$ cat src/pkg/fprc_defs.vh
`ifndef FPRC_DEFS_VH
`define FPRC_DEFS_VH

// ****************************************
// Command opcodes
// ****************************************
`define FPRC_OP_WRITE_ENABLE_CMD 8'h06
`define FPRC_OP_WRDI 8'h04
`define FPRC_OP_SEC_WRITE 8'h2f
`define FPRC_OP_PROT_SEL 8'h68
`define FPRC_OP_BLK_LOCK 8'h36
`define FPRC_OP_BLK_UNLOCK 8'h39
`define FPRC_OP_BLK_READ 8'h3c
`define FPRC_OP_GANG_LOCK 8'h7e
`define FPRC_OP_GANG_UNLOCK 8'h98
`define FPRC_OP_FLAG_CLR 8'h30
`define FPRC_OP_RYBY_ON 8'h70
`define FPRC_OP_RYBY_OFF 8'h80
`define FPRC_OP_NOP 8'h00
`define FPRC_OP_RST_ARM 8'h66
`define FPRC_OP_RST 8'h99

// ****************************************
// Frame lengths in bits, and the bit count at the last opcode bit
// ****************************************
`define FPRC_BITS_CMD 6'd8
`define FPRC_BITS_ADDR 6'd32
`define FPRC_BITS_LAST_CMD 6'd7

// ****************************************
// Lock bit store
// ****************************************
`define FPRC_LOCK_AW 9
`define FPRC_LOCK_DEPTH 288
`define FPRC_LOCK_LAST 9'h11f
`define FPRC_BLK_BOTTOM 8'h00
`define FPRC_BLK_TOP 8'hff
`define FPRC_IDX_BOTTOM 5'h10
`define FPRC_IDX_TOP 5'h11
`define FPRC_BLK_COUNT 9'h100
`define FPRC_BP_ALL 4'h9

// ****************************************
// Timing
// ****************************************
`define FPRC_CLK_NS 4
`define FPRC_REC_SHORT_NS 1000
`define FPRC_REC_LONG_NS 4000
`define FPRC_REC_SHORT_CYC \
	((`FPRC_REC_SHORT_NS + `FPRC_CLK_NS - 1) / `FPRC_CLK_NS)
`define FPRC_REC_LONG_CYC \
	((`FPRC_REC_LONG_NS + `FPRC_CLK_NS - 1) / `FPRC_CLK_NS)

`endif

$ cat src/design/fprc_lock_mem.v
`timescale 1ns/1ps
`include "fprc_defs.vh"

module fprc_lock_mem
(
	input wire mclk_i,
	input wire wr_en_i,
	input wire [`FPRC_LOCK_AW-1:0] wr_addr_i,
	input wire wr_data_i,
	input wire [`FPRC_LOCK_AW-1:0] rd_addr_a_i,
	input wire [`FPRC_LOCK_AW-1:0] rd_addr_b_i,
	output reg rd_data_a_o,
	output reg rd_data_b_o
);

	reg mem [0:`FPRC_LOCK_DEPTH-1];

	always @(posedge mclk_i)
	begin
		if (wr_en_i)
			mem[wr_addr_i] <= wr_data_i;
		rd_data_a_o <= mem[rd_addr_a_i];
		rd_data_b_o <= mem[rd_addr_b_i];
	end

endmodule // fprc_lock_mem

$ cat src/design/fprc_cmd.v
`timescale 1ns/1ps
`include "fprc_defs.vh"

module fprc_cmd
(
	input wire mclk_i,
	input wire reset_n_i,
	input wire cs_n_i,
	input wire sclk_i,
	input wire si_i,
	input wire wp_n_i,
	output reg so_o,
	output reg so_oe_o,
	input wire nv_prot_sel_i,
	input wire nv_otp_lock_i,
	input wire [3:0] range_protect_bits_i,
	input wire status_write_disable_bit_i,
	input wire continuous_program_mode_i,
	input wire array_busy_i,
	input wire prog_fail_i,
	input wire erase_fail_i,
	input wire [23:0] array_addr_i,
	output reg array_prot_o,
	output reg range_bits_wr_ok_o,
	output reg protection_scheme_select_o,
	output reg otp_customer_lock_bit_o,
	output reg otp_update_ok_o,
	output reg prog_fail_o,
	output reg erase_fail_o,
	output reg wel_o,
	output reg reset_armed_o,
	output reg abort_o,
	output reg busy_o
);

	localparam integer REC_SHORT = `FPRC_REC_SHORT_CYC;
	localparam integer REC_LONG = `FPRC_REC_LONG_CYC;

	// ****************************************
	// Pin synchronisers
	// ****************************************
	reg [1:0] cs_sy;
	reg [1:0] sck_sy;
	reg [1:0] si_sy;
	reg [1:0] wp_sy;
	reg sck_d;
	reg cs_d;

	always @(posedge mclk_i)
	begin
		if (!reset_n_i)
		begin
			cs_sy <= 2'b11;
			sck_sy <= 2'b00;
			si_sy <= 2'b00;
			wp_sy <= 2'b11;
			sck_d <= 1'b0;
			cs_d <= 1'b1;
		end
		else
		begin
			cs_sy <= {cs_sy[0], cs_n_i};
			sck_sy <= {sck_sy[0], sclk_i};
			si_sy <= {si_sy[0], si_i};
			wp_sy <= {wp_sy[0], wp_n_i};
			sck_d <= sck_sy[1];
			cs_d <= cs_sy[1];
		end
	end

	wire cs_high = cs_sy[1];
	wire wp_low = ~wp_sy[1];
	wire sck_rise = sck_sy[1] & ~sck_d;
	wire sck_fall = ~sck_sy[1] & sck_d;
	wire cs_rise = cs_sy[1] & ~cs_d;

	// ****************************************
	// Serial input shifter
	// ****************************************
	reg [31:0] sh;
	reg [5:0] cnt;
	reg [7:0] op_q;
	wire [7:0] op_byte = {sh[6:0], si_sy[1]};

	always @(posedge mclk_i)
	begin
		if (!reset_n_i)
		begin
			sh <= 32'h0000_0000;
			cnt <= 6'h00;
			op_q <= 8'h00;
		end
		else if (cs_high)
			cnt <= 6'h00;
		else if (sck_rise)
		begin
			if (cnt < `FPRC_BITS_ADDR)
				sh <= {sh[30:0], si_sy[1]};
			if (cnt != 6'h3f)
				cnt <= cnt + 6'h01;
			if (cnt == `FPRC_BITS_LAST_CMD)
				op_q <= op_byte;
		end
	end

	// Only frames that end on the exact length are executed
	wire one_byte = (cnt == `FPRC_BITS_CMD);
	wire four_byte = (cnt == `FPRC_BITS_ADDR);
	wire [7:0] op_run = four_byte ? sh[31:24] : sh[7:0];
	wire [23:0] addr_run = sh[23:0];

	// ****************************************
	// Lock bit index
	// ****************************************
	function [8:0] lock_idx;
		input [23:0] a;
		begin
			case (a[23:16])
			`FPRC_BLK_BOTTOM: lock_idx = {`FPRC_IDX_BOTTOM, a[15:12]};
			`FPRC_BLK_TOP: lock_idx = {`FPRC_IDX_TOP, a[15:12]};
			default: lock_idx = {1'b0, a[23:16]};
			endcase
		end
	endfunction

	// ****************************************
	// Lock store and sweep
	// ****************************************
	reg sweep_act;
	reg sweep_val;
	reg [8:0] sweep_idx;
	reg one_we;
	reg one_val;
	reg [8:0] one_idx;
	wire lock_rd_a;
	wire lock_rd_b;
	wire mem_we = sweep_act | one_we;
	wire [8:0] mem_waddr = sweep_act ? sweep_idx : one_idx;
	wire mem_wdata = sweep_act ? sweep_val : one_val;

	fprc_lock_mem u_lock_mem
	(
		.mclk_i(mclk_i),
		.wr_en_i(mem_we),
		.wr_addr_i(mem_waddr),
		.wr_data_i(mem_wdata),
		.rd_addr_a_i(lock_idx(addr_run)),
		.rd_addr_b_i(lock_idx(array_addr_i)),
		.rd_data_a_o(lock_rd_a),
		.rd_data_b_o(lock_rd_b)
	);

	// ****************************************
	// Command execution
	// ****************************************
	reg prot_sel;
	reg otp_lock;
	reg wel;
	reg arm;
	reg ryby_en;
	reg pfail;
	reg efail;
	reg [11:0] rec_cnt;
	wire idle = ~sweep_act & (rec_cnt == 12'h000);
	wire run = cs_rise & idle;
	wire run1 = run & one_byte;
	wire run4 = run & four_byte;
	wire blk_ok = wel & prot_sel;
	wire do_rst = run1 & arm & (op_run == `FPRC_OP_RST);
	wire do_clr = run1 & (op_run == `FPRC_OP_FLAG_CLR);

	always @(posedge mclk_i)
	begin
		if (!reset_n_i)
		begin
			prot_sel <= nv_prot_sel_i;
			otp_lock <= nv_otp_lock_i;
			wel <= 1'b0;
			arm <= 1'b0;
			ryby_en <= 1'b0;
			rec_cnt <= 12'h000;
			abort_o <= 1'b0;
			one_we <= 1'b0;
			one_val <= 1'b0;
			one_idx <= 9'h000;
			sweep_act <= 1'b1;
			sweep_val <= 1'b1;
			sweep_idx <= 9'h000;
		end
		else
		begin
			abort_o <= 1'b0;
			one_we <= 1'b0;
			if (rec_cnt != 12'h000)
				rec_cnt <= rec_cnt - 12'h001;
			if (sweep_act)
			begin
				sweep_idx <= sweep_idx + 9'h001;
				if (sweep_idx == `FPRC_LOCK_LAST)
					sweep_act <= 1'b0;
			end
			// Opcode byte decides whether a pending reset survives
			if (!cs_high && sck_rise && cnt == `FPRC_BITS_LAST_CMD &&
				arm && op_byte != `FPRC_OP_RST)
				arm <= 1'b0;
			if (run1)
			begin
				case (op_run)
				`FPRC_OP_WRITE_ENABLE_CMD: wel <= 1'b1;
				`FPRC_OP_WRDI: wel <= 1'b0;
				`FPRC_OP_SEC_WRITE: otp_lock <= 1'b1;
				`FPRC_OP_PROT_SEL: prot_sel <= 1'b1;
				`FPRC_OP_GANG_LOCK, `FPRC_OP_GANG_UNLOCK:
					if (blk_ok)
					begin
						sweep_act <= 1'b1;
						sweep_idx <= 9'h000;
						sweep_val <= (op_run == `FPRC_OP_GANG_LOCK);
						wel <= 1'b0;
					end
				`FPRC_OP_RYBY_ON:
					if (continuous_program_mode_i)
						ryby_en <= 1'b1;
				`FPRC_OP_RYBY_OFF: ryby_en <= 1'b0;
				`FPRC_OP_RST_ARM: arm <= 1'b1;
				default: ;
				endcase
			end
			if (run4 && blk_ok && (op_run == `FPRC_OP_BLK_LOCK ||
				op_run == `FPRC_OP_BLK_UNLOCK))
			begin
				one_we <= 1'b1;
				one_val <= (op_run == `FPRC_OP_BLK_LOCK);
				one_idx <= lock_idx(addr_run);
				wel <= 1'b0;
			end
			if (do_rst)
			begin
				arm <= 1'b0;
				wel <= 1'b0;
				ryby_en <= 1'b0;
				abort_o <= array_busy_i;
				rec_cnt <= array_busy_i ? REC_LONG[11:0] :
					REC_SHORT[11:0];
			end
			if (!continuous_program_mode_i)
				ryby_en <= 1'b0;
		end
	end

	// ****************************************
	// Fail flags
	// ****************************************
	always @(posedge mclk_i)
	begin
		if (!reset_n_i)
		begin
			pfail <= 1'b0;
			efail <= 1'b0;
		end
		else
		begin
			// New failure wins over a clear in the same cycle
			pfail <= (pfail & ~do_clr & ~do_rst) | prog_fail_i;
			efail <= (efail & ~do_clr & ~do_rst) | erase_fail_i;
		end
	end

	// ****************************************
	// Serial output
	// ****************************************
	wire rd_blk = ~cs_high & (cnt >= `FPRC_BITS_ADDR) &
		(op_q == `FPRC_OP_BLK_READ) & prot_sel & idle;

	always @(posedge mclk_i)
	begin
		if (!reset_n_i)
		begin
			so_o <= 1'b0;
			so_oe_o <= 1'b0;
		end
		else if (rd_blk)
		begin
			if (sck_fall)
			begin
				so_oe_o <= 1'b1;
				so_o <= lock_rd_a;
			end
		end
		else if (ryby_en && continuous_program_mode_i)
		begin
			so_oe_o <= 1'b1;
			so_o <= ~(array_busy_i | ~idle);
		end
		else
		begin
			so_oe_o <= 1'b0;
			so_o <= 1'b0;
		end
	end

	// ****************************************
	// Array protection query
	// ****************************************
	wire [8:0] bp_span = 9'h001 << (range_protect_bits_i - 4'h1);
	wire range_hit_now = (range_protect_bits_i >= `FPRC_BP_ALL) ||
		((range_protect_bits_i != 4'h0) &&
		({1'b0, array_addr_i[23:16]} >= (`FPRC_BLK_COUNT - bp_span)));
	reg range_hit;
	reg wp_low_d;

	always @(posedge mclk_i)
	begin
		if (!reset_n_i)
		begin
			range_hit <= 1'b0;
			wp_low_d <= 1'b0;
			array_prot_o <= 1'b1;
			range_bits_wr_ok_o <= 1'b1;
		end
		else
		begin
			range_hit <= range_hit_now;
			wp_low_d <= wp_low;
			// Scheme select picks the range bits alone, or the WP pin, lock bits and sweep together
			array_prot_o <= prot_sel ? (wp_low_d | lock_rd_b | sweep_act) :
				range_hit;
			range_bits_wr_ok_o <= ~(status_write_disable_bit_i & wp_low);
		end
	end

	// ****************************************
	// Status outputs
	// ****************************************
	always @(posedge mclk_i)
	begin
		if (!reset_n_i)
		begin
			protection_scheme_select_o <= 1'b0;
			otp_customer_lock_bit_o <= 1'b0;
			otp_update_ok_o <= 1'b0;
			prog_fail_o <= 1'b0;
			erase_fail_o <= 1'b0;
			wel_o <= 1'b0;
			reset_armed_o <= 1'b0;
			busy_o <= 1'b1;
		end
		else
		begin
			protection_scheme_select_o <= prot_sel;
			otp_customer_lock_bit_o <= otp_lock;
			otp_update_ok_o <= ~otp_lock;
			prog_fail_o <= pfail;
			erase_fail_o <= efail;
			wel_o <= wel;
			reset_armed_o <= arm;
			busy_o <= ~idle;
		end
	end

endmodule // fprc_cmd

$ cat config.mk
export PLATFORM = sky130hd
export DESIGN_NAME = fprc_cmd
export DESIGN_NICKNAME = d
export VERILOG_FILES = /design/src/design/fprc_lock_mem.v /design/src/design/fprc_cmd.v
export VERILOG_INCLUDE_DIRS = /design/src /design/src/pkg
export SDC_FILE = /design/constraint.sdc
export NUM_CORES = 1
export LEC_CHECK = 0
export ABC_CLOCK_PERIOD_IN_PS = 5600
export BUFFER_PORTS_ARGS = -buffer_cell sky130_fd_sc_hd__buf_2
export CAP_MARGIN = 25
export CORE_MARGIN = 2
export CORE_UTILIZATION = 50
export CTS_CLUSTER_DIAMETER = 120
export DETAILED_ROUTE_END_ITERATION = 8
export PLACE_DENSITY_LB_ADDON = 0.15
export SYNTH_ARGS = -nofsm -noshare
export SYNTH_HDL_FRONTEND = slang
export SYNTH_SLANG_ARGS = --single-unit
$ cat constraint.sdc
create_clock -name mclk_i -period 5.6 [get_ports mclk_i]
set_input_delay 0 -clock mclk_i [delete_from_list [all_inputs] [get_ports mclk_i]]
set_output_delay 0 -clock mclk_i [all_outputs]
set_load 0.01 [all_outputs]
## Word level (Yosys, flattened, before mapping)

Memories as Yosys holds them, arrays and structs flattened. A register that Yosys moved wholly into a read port is not among the register bits.
Cells that the tools add are included.

- Muxes and demuxes: 39
- Shift operators: 1
- Reductions and logical operators: 33
- Magnitude comparators: 4
- Equal/unequal tests: 27
- Bitwise logic cells: 40
- Add/sub/neg operators: 5

Operators with widths:

| kind | count |
|---|---|
| 2-to-1 mux 9 bit | 5 |
| equality test 8 x 6 -> 1 bit (second input constant) | 5 |
| equality test 8 bit (second input constant) | 5 |
| case mux 9 bit (2 select lines) | 2 |
| equality test 8 x 7 -> 1 bit (second input constant) | 4 |
| 2-to-1 mux 1 bit | 26 |
| 2-to-1 mux 12 bit | 2 |
| AND 1 bit | 20 |
| equality test 8 x 3 -> 1 bit (second input constant) | 2 |
| zero test 8 bit | 2 |
| NOT 1 bit | 14 |
| zero test 12 bit | 1 |
| AND reduction 3 bit | 4 |
| nonzero test 12 bit | 1 |
| subtractor 12 x 1 -> 12 bit (second input constant) | 1 |
| 2-to-1 mux 10 bit | 1 |
| AND reduction 2 bit | 5 |
| adder 9 x 1 -> 9 bit (second input constant) | 1 |
| equality test 9 bit (second input constant) | 1 |
| greater-or-equal comparator 8 x 9 -> 1 bit | 1 |
| << shifter 1 x 4 -> 9 bit (first input constant) | 1 |
| subtractor 9 bit (first input constant) | 1 |
| logical AND 1 bit | 8 |
| 2-to-1 mux 8 bit | 1 |
| 22 further kinds | 35 |

- Register bits: 112
- Logic and storage cells: 188
- Bits in writable memories: 288
- Output and inout bits: 13
- Bits of input ports: 41
- Memories: 1

Memories:

| name | depth | width | rd ports | clocked after Yosys merged registers in | write ports | RTL line | text |
|---|---|---|---|---|---|---|---|
| u_lock_mem.mem | 288 | 1 | 2 | 2 | 1 | fprc_lock_mem.v:16 | `` reg mem [0:`FPRC_LOCK_DEPTH-1]; `` |

## Longest topological paths before layout

- Word-level depth: 9
- Mapped depth: 15

## Hierarchy

Synthesis repeated with hierarchy kept, for this count alone.

- Cell total of the unflattened synthesis: 1,765
- Area, all modules: 20,588.5 um2

Modules (own cells, without submodules):

| module | seq. area each (um2) | area an instance (um2) | instances | cells an instance |
|---|---|---|---|---|
| fprc_lock_mem | 8,688.3 | 15,187.1 | 1 | 1,118 |
| fprc_cmd | 2,262.2 | 5,401.4 | 1 | 647 |

## Worst setup path after synthesis

No wires, ideal clock.

- Path type: flip-flop to flip-flop
- Start: register sweep_act
- End: memory u_lock_mem.mem[0] (data pin)
- Period minus slack after synthesis: 3.655 ns
- Setup time: 0.600 ns
- Cell stages (with the launch flop): 4
- Path slack: 1.945 ns
- Arrival time: 3.055 ns
- Buffers on the path: 2
- Cell sequence: dfxtp_1 buf_1 buf_1 mux2_2

- Longest elaborated chain between the ends: 1

Ends and longest elaborated chain:

| element | RTL line | text |
|---|---|---|
| from (decl) | fprc_cmd.v:129 | `reg sweep_act;` |
| from (signal assigned) | fprc_cmd.v:186 | `sweep_act <= 1'b1;` |
| from (signal assigned) | fprc_cmd.v:200 | `sweep_act <= 1'b0;` |
| from (signal assigned) | fprc_cmd.v:216 | `sweep_act <= 1'b1;` |
| 2-to-1 mux 1 bit | fprc_cmd.v:139 | `wire mem_wdata = sweep_act ? sweep_val : one_val;` |
| named net mem_wdata | fprc_cmd.v:139 |  |
| to (decl) | fprc_lock_mem.v:16 |  |

The timed path passes the listed nets, and every way through them passes these cells.

## Worst setup path in the final report

- Start: input port array_addr_i[23]
- End: register u_lock_mem.rd_data_b_o (read register of u_lock_mem.mem)

- Longest elaborated chain between the ends: 2

Ends and longest elaborated chain:

| element | RTL line | text |
|---|---|---|
| from (decl) | fprc_cmd.v:22 | `input wire [23:0] array_addr_i,` |
| equality test 8 bit / zero test 8 bit (equally long branches) | fprc_cmd.v:118 | `case (a[23:16])` |
| case mux 9 bit (2 select lines) (*) | fprc_cmd.v:118 |  |
| to (decl) | fprc_lock_mem.v:13 | `output reg rd_data_b_o` |

Every way passes the cells marked *; elsewhere a longest branch is shown, timed or not.
A chain may end at the register's enable or synchronous reset.

==> impl_metrics.yaml <==
critical_path:
  r2r_slack_ps: 1310
  crit_path_end_kind: "register"
  critPathMaxStageDelay_ps: 790
  path_cells: "dlygate4sd3_1 -> buf_2 -> nor4_2 -> a31oi_1 -> a21oi_4 -> nor2_1 -> a222oi_1 -> mux2i_1 -> o21ai_0 -> a311oi_1 -> a41oi_1 -> a311oi_1 -> dlygate4sd3_1"
  reg2reg_to: "pfail"
  crit_required_ps: 6080
  cp.arrival_ps: 4780
  worstSetupPathType: "in -> reg"
  rr_startpoint: "cnt[0]"
  cp-start-kind: "input pin"
  reg2regPathDepth: 13
  cp_max_fo: 24
  crit_slowest_cell: "a21oi_4"
layout:
  post_layout_nonfiller_instances: 2914
  fillers: 3688
  antenna_cells: 0
  nNetsFinal: 2393
  mostFrequentLayoutCells: "nand2_1 (536), nor2_1 (390), edfxtp_1 (290)"
  drive_gt1_share_pct: 9.60
  syn2layout_area_growth_pct: 12.0
  layout.cells.most_common: "nand2_1"
synth:
  synth_compound_area_share_pct: 10.2
  synth_area_per_cell_um2: 9.04
  synth.area.mux_share_pct: 6.24
  yosysUniqueCellTypes: 77
  synth_nets: 2378
  synth-adder-area-share_pct: 0.774
  ys.flop_type: "edfxtp_1"
  synth_edf_count: 290
  ys_ff_latch: 402
  synthCells: 2324
  async_flop_share_pct: 0
  seq_area_frac_synth_pct: 52.1
  synth_warnings: 0
  netlist_area_um2: 21000
  synth_top_family_by_area: "simple AND/OR/NAND/NOR gates"
  synth-simple-area-share_pct: 26.0
  synth-xor-area-share_pct: 0.875
die:
  core_um2: 41800
  pin_count: 54
  dieArea_um2: 43700
  start_util_pct: 50.3
  rows: 75
  die_h_um: 209
  die_w_um: 209
cts:
  clkSlewWorstSetupHoldPaths_ps: 60
  cts-htree-levels: 2
  clockRootBuffer: "clkbuf_16"
  clock_sinks: 402
  clk_latency_ps: 590
  clk_path_buf_depth: 3
  cts_tree: "yes"
  cts_made_buffers: 44
route:
  routedWlPerCell_um: 23.6
  vias: 18500
  routed_wl_um: 68700
  final_antenna_net_count: 0
  drtIter0Drc: 2331
  viasPerCell: 6.35
  drcViolationCount: 0
  drtPass1Iterations: 5
timing:
  relSlewSlack_pct: 31.3
  fin_crit_sh_pct: 76.8
  clock_skew_ps: 30.8
  min_period_ps: 4300
  worstMarginPinSlew_ps: 1020
  setup_viol: 0
  slew_viol_final: 0
  rsz0062_at_grt: "false"
  finalHoldViolations: 0
  setup_tns_ps: 0
  max_freq_mhz: 233
outcome:
  status: "finished, final reports clean"
global_route:
  grt_pass1_vias: 17600
  grt_pass1_wl_um: 103000
  antenna_found_initial: 0
  grt.total_usage_pct: 31.1
  grt_overflow: 0
  grt_max_degree: 127
hold_path:
  hp-start: "status_write_disable_bit_i"
  worstHoldEndpoint: "range_bits_wr_ok_o"
  hold_path_class: "in -> reg"
  min_path_cells: 3
power_and_ir_drop:
  powerDensity_nw_per_um2: 285
  power.switching_mw: 1.64
  cellLeakagePower_nw: 8.54
  p_clk_share_pct: 43.6
  p_comb_share_pct: 8.2
  sequentialPowerShare_pct: 48.2
  vdd_drop_max_mv: 0.221
  intPower_mw: 5.06
  swShare_pct: 24.4
place:
  io_buffers: 41
  dp_hpwl_um: 43100
  gp_congestion: 0.951
  dp_cells: 2807
flow_run:
  cap_violations: 0
==> layout make-up <==
cell class | instances | area, um2 | area share, %
Tap cell | 539 | 674 | 2.87
Multi-Input combinational cell | 1733 | 9360 | 39.8
Clock buffer | 59 | 1260 | 5.35
Sequential cell | 402 | 11000 | 46.5
Inverter | 24 | 90.1 | 0.383
Timing Repair Buffer | 134 | 1010 | 4.30
Clock inverter | 23 | 184 | 0.782
==> cell usage after synthesis, drive strengths merged (5+ instances only) <==
master | n | area (um2)
ha | 13 | 163
xnor2 | 11 | 96.3
dfxtp | 112 | 2240
nor4 | 8 | 62.6
o21ai | 35 | 175
a21oi | 115 | 576
o41ai | 5 | 51.3
mux2i | 95 | 951
nand4 | 24 | 150
nor2 | 390 | 1460
a2111oi | 12 | 105
o31ai | 10 | 75.1
o211ai | 10 | 75.1
xor2 | 10 | 87.6
nor2b | 12 | 75.1
or3 | 11 | 68.8
edfxtp | 290 | 8710
mux2 | 8 | 90.1
a21o | 5 | 37.5
o22ai | 5 | 31.3
nor3 | 26 | 135
a221o | 5 | 50.1
buf | 67 | 354
clkbuf | 98 | 368
a221oi | 6 | 52.6
a311oi | 23 | 201
and2 | 16 | 100
mux4 | 12 | 270
nor3b | 8 | 60.1
inv | 24 | 90.1
o32ai | 9 | 78.8
a31oi | 21 | 131
a32oi | 8 | 70.1
nand2 | 539 | 2030
and3 | 36 | 225
o311ai | 6 | 52.6
nand2b | 20 | 125
nand3 | 153 | 771
==> worst max-delay path, delay by kind of cell <==
kind | cells | cell delay [ps]
muxes | 1 | 160
and+or+nand+nor | 2 | 880
buffers and inverters | 3 | 1290
AOI/OAI and AO/OA | 7 | 2440
==> per-layer routing <==
| layer | track usage, % | routed length [um] |
|---|---|---|
| met1 | 41.0 | 27100 |
| met2 | 48.0 | 30200 |
| met3 | 6.64 | 7680 |
| met4 | 16.9 | 3730 |
| met5 | 0 | 0 |
==> state kept, by name, indices dropped and copies added, names as in the netlist, 2 cells and up <==
register / count
u_lock_mem.mem: 288
sh: 32
rec_cnt: 12
one_idx: 9
sweep_idx: 9
op_q: 8
cnt: 6
cs_sy: 2
sck_sy: 2
si_sy: 2
wp_sy: 2
==> worst max-delay path by stage <==
stage | slack (ps) | depth (start not counted) | endpoint | startpoint
after floorplan | 1950 | 3 | u_lock_mem.mem[0] | sweep_act
after global placement | 1420 | 11 | u_lock_mem.rd_data_a_o | sh[20]
after detailed placement | 1340 | 11 | u_lock_mem.rd_data_a_o | sh[20]
after CTS | 1280 | 11 | u_lock_mem.rd_data_a_o | sh[20]
after global routing | 890 | 13 | pfail | cnt[0]
final | 1300 | 13 | u_lock_mem.rd_data_b_o | array_addr_i[23]
==> cell families (layout without fill, tap and decap cells) <==
family | after synthesis | in the layout
AOI/OAI and AO/OA | 318 | 318
DFF | 402 | 402
and+or+nand+nor | 1266 | 1266
buffers and inverters | 189 | 240
xor gates and xnor gates | 21 | 21
adders and majority gates | 13 | 13
muxes | 115 | 115
==> timing repair <==
item                                   in CTS  in global routing
hold buffers                               23                  0
gates resized for setup                     0                  0
endpoints found under the hold margin      38                  0
buffers inserted                            0                  0
==> metrics by stage <==
stage | utilization, % | hold slack (ps) | worst slack [ps] | instance area [um2] | power (mW)
2_1_floorplan | - | 61.9 | 1950 | 21000 | 3.64
3_3_place_gp | 52.2 | 165 | 1420 | 21800 | 3.80
3_5_place_dp | 52.3 | 170 | 1340 | 21800 | 3.81
4_1_cts | 56.3 | 97.0 | 1280 | 23500 | 6.72
5_1_grt | 56.3 | 149 | 894 | 23500 | 6.89
6_report | 56.3 | 114 | 1300 | 23500 | 6.70
==> power by group through the flow <==
stage / Sequential (mW) / Clock [mW] / Combinational (mW)
after floorplan: 3.28 / 0 / 0.357
after global placement: 3.29 / 0 / 0.514
after detailed placement: 3.29 / 0 / 0.523
after CTS: 3.22 / 2.96 / 0.539
after global routing: 3.23 / 3.06 / 0.597
final: 3.23 / 2.92 / 0.549
(Power assumes the default switching activity.)
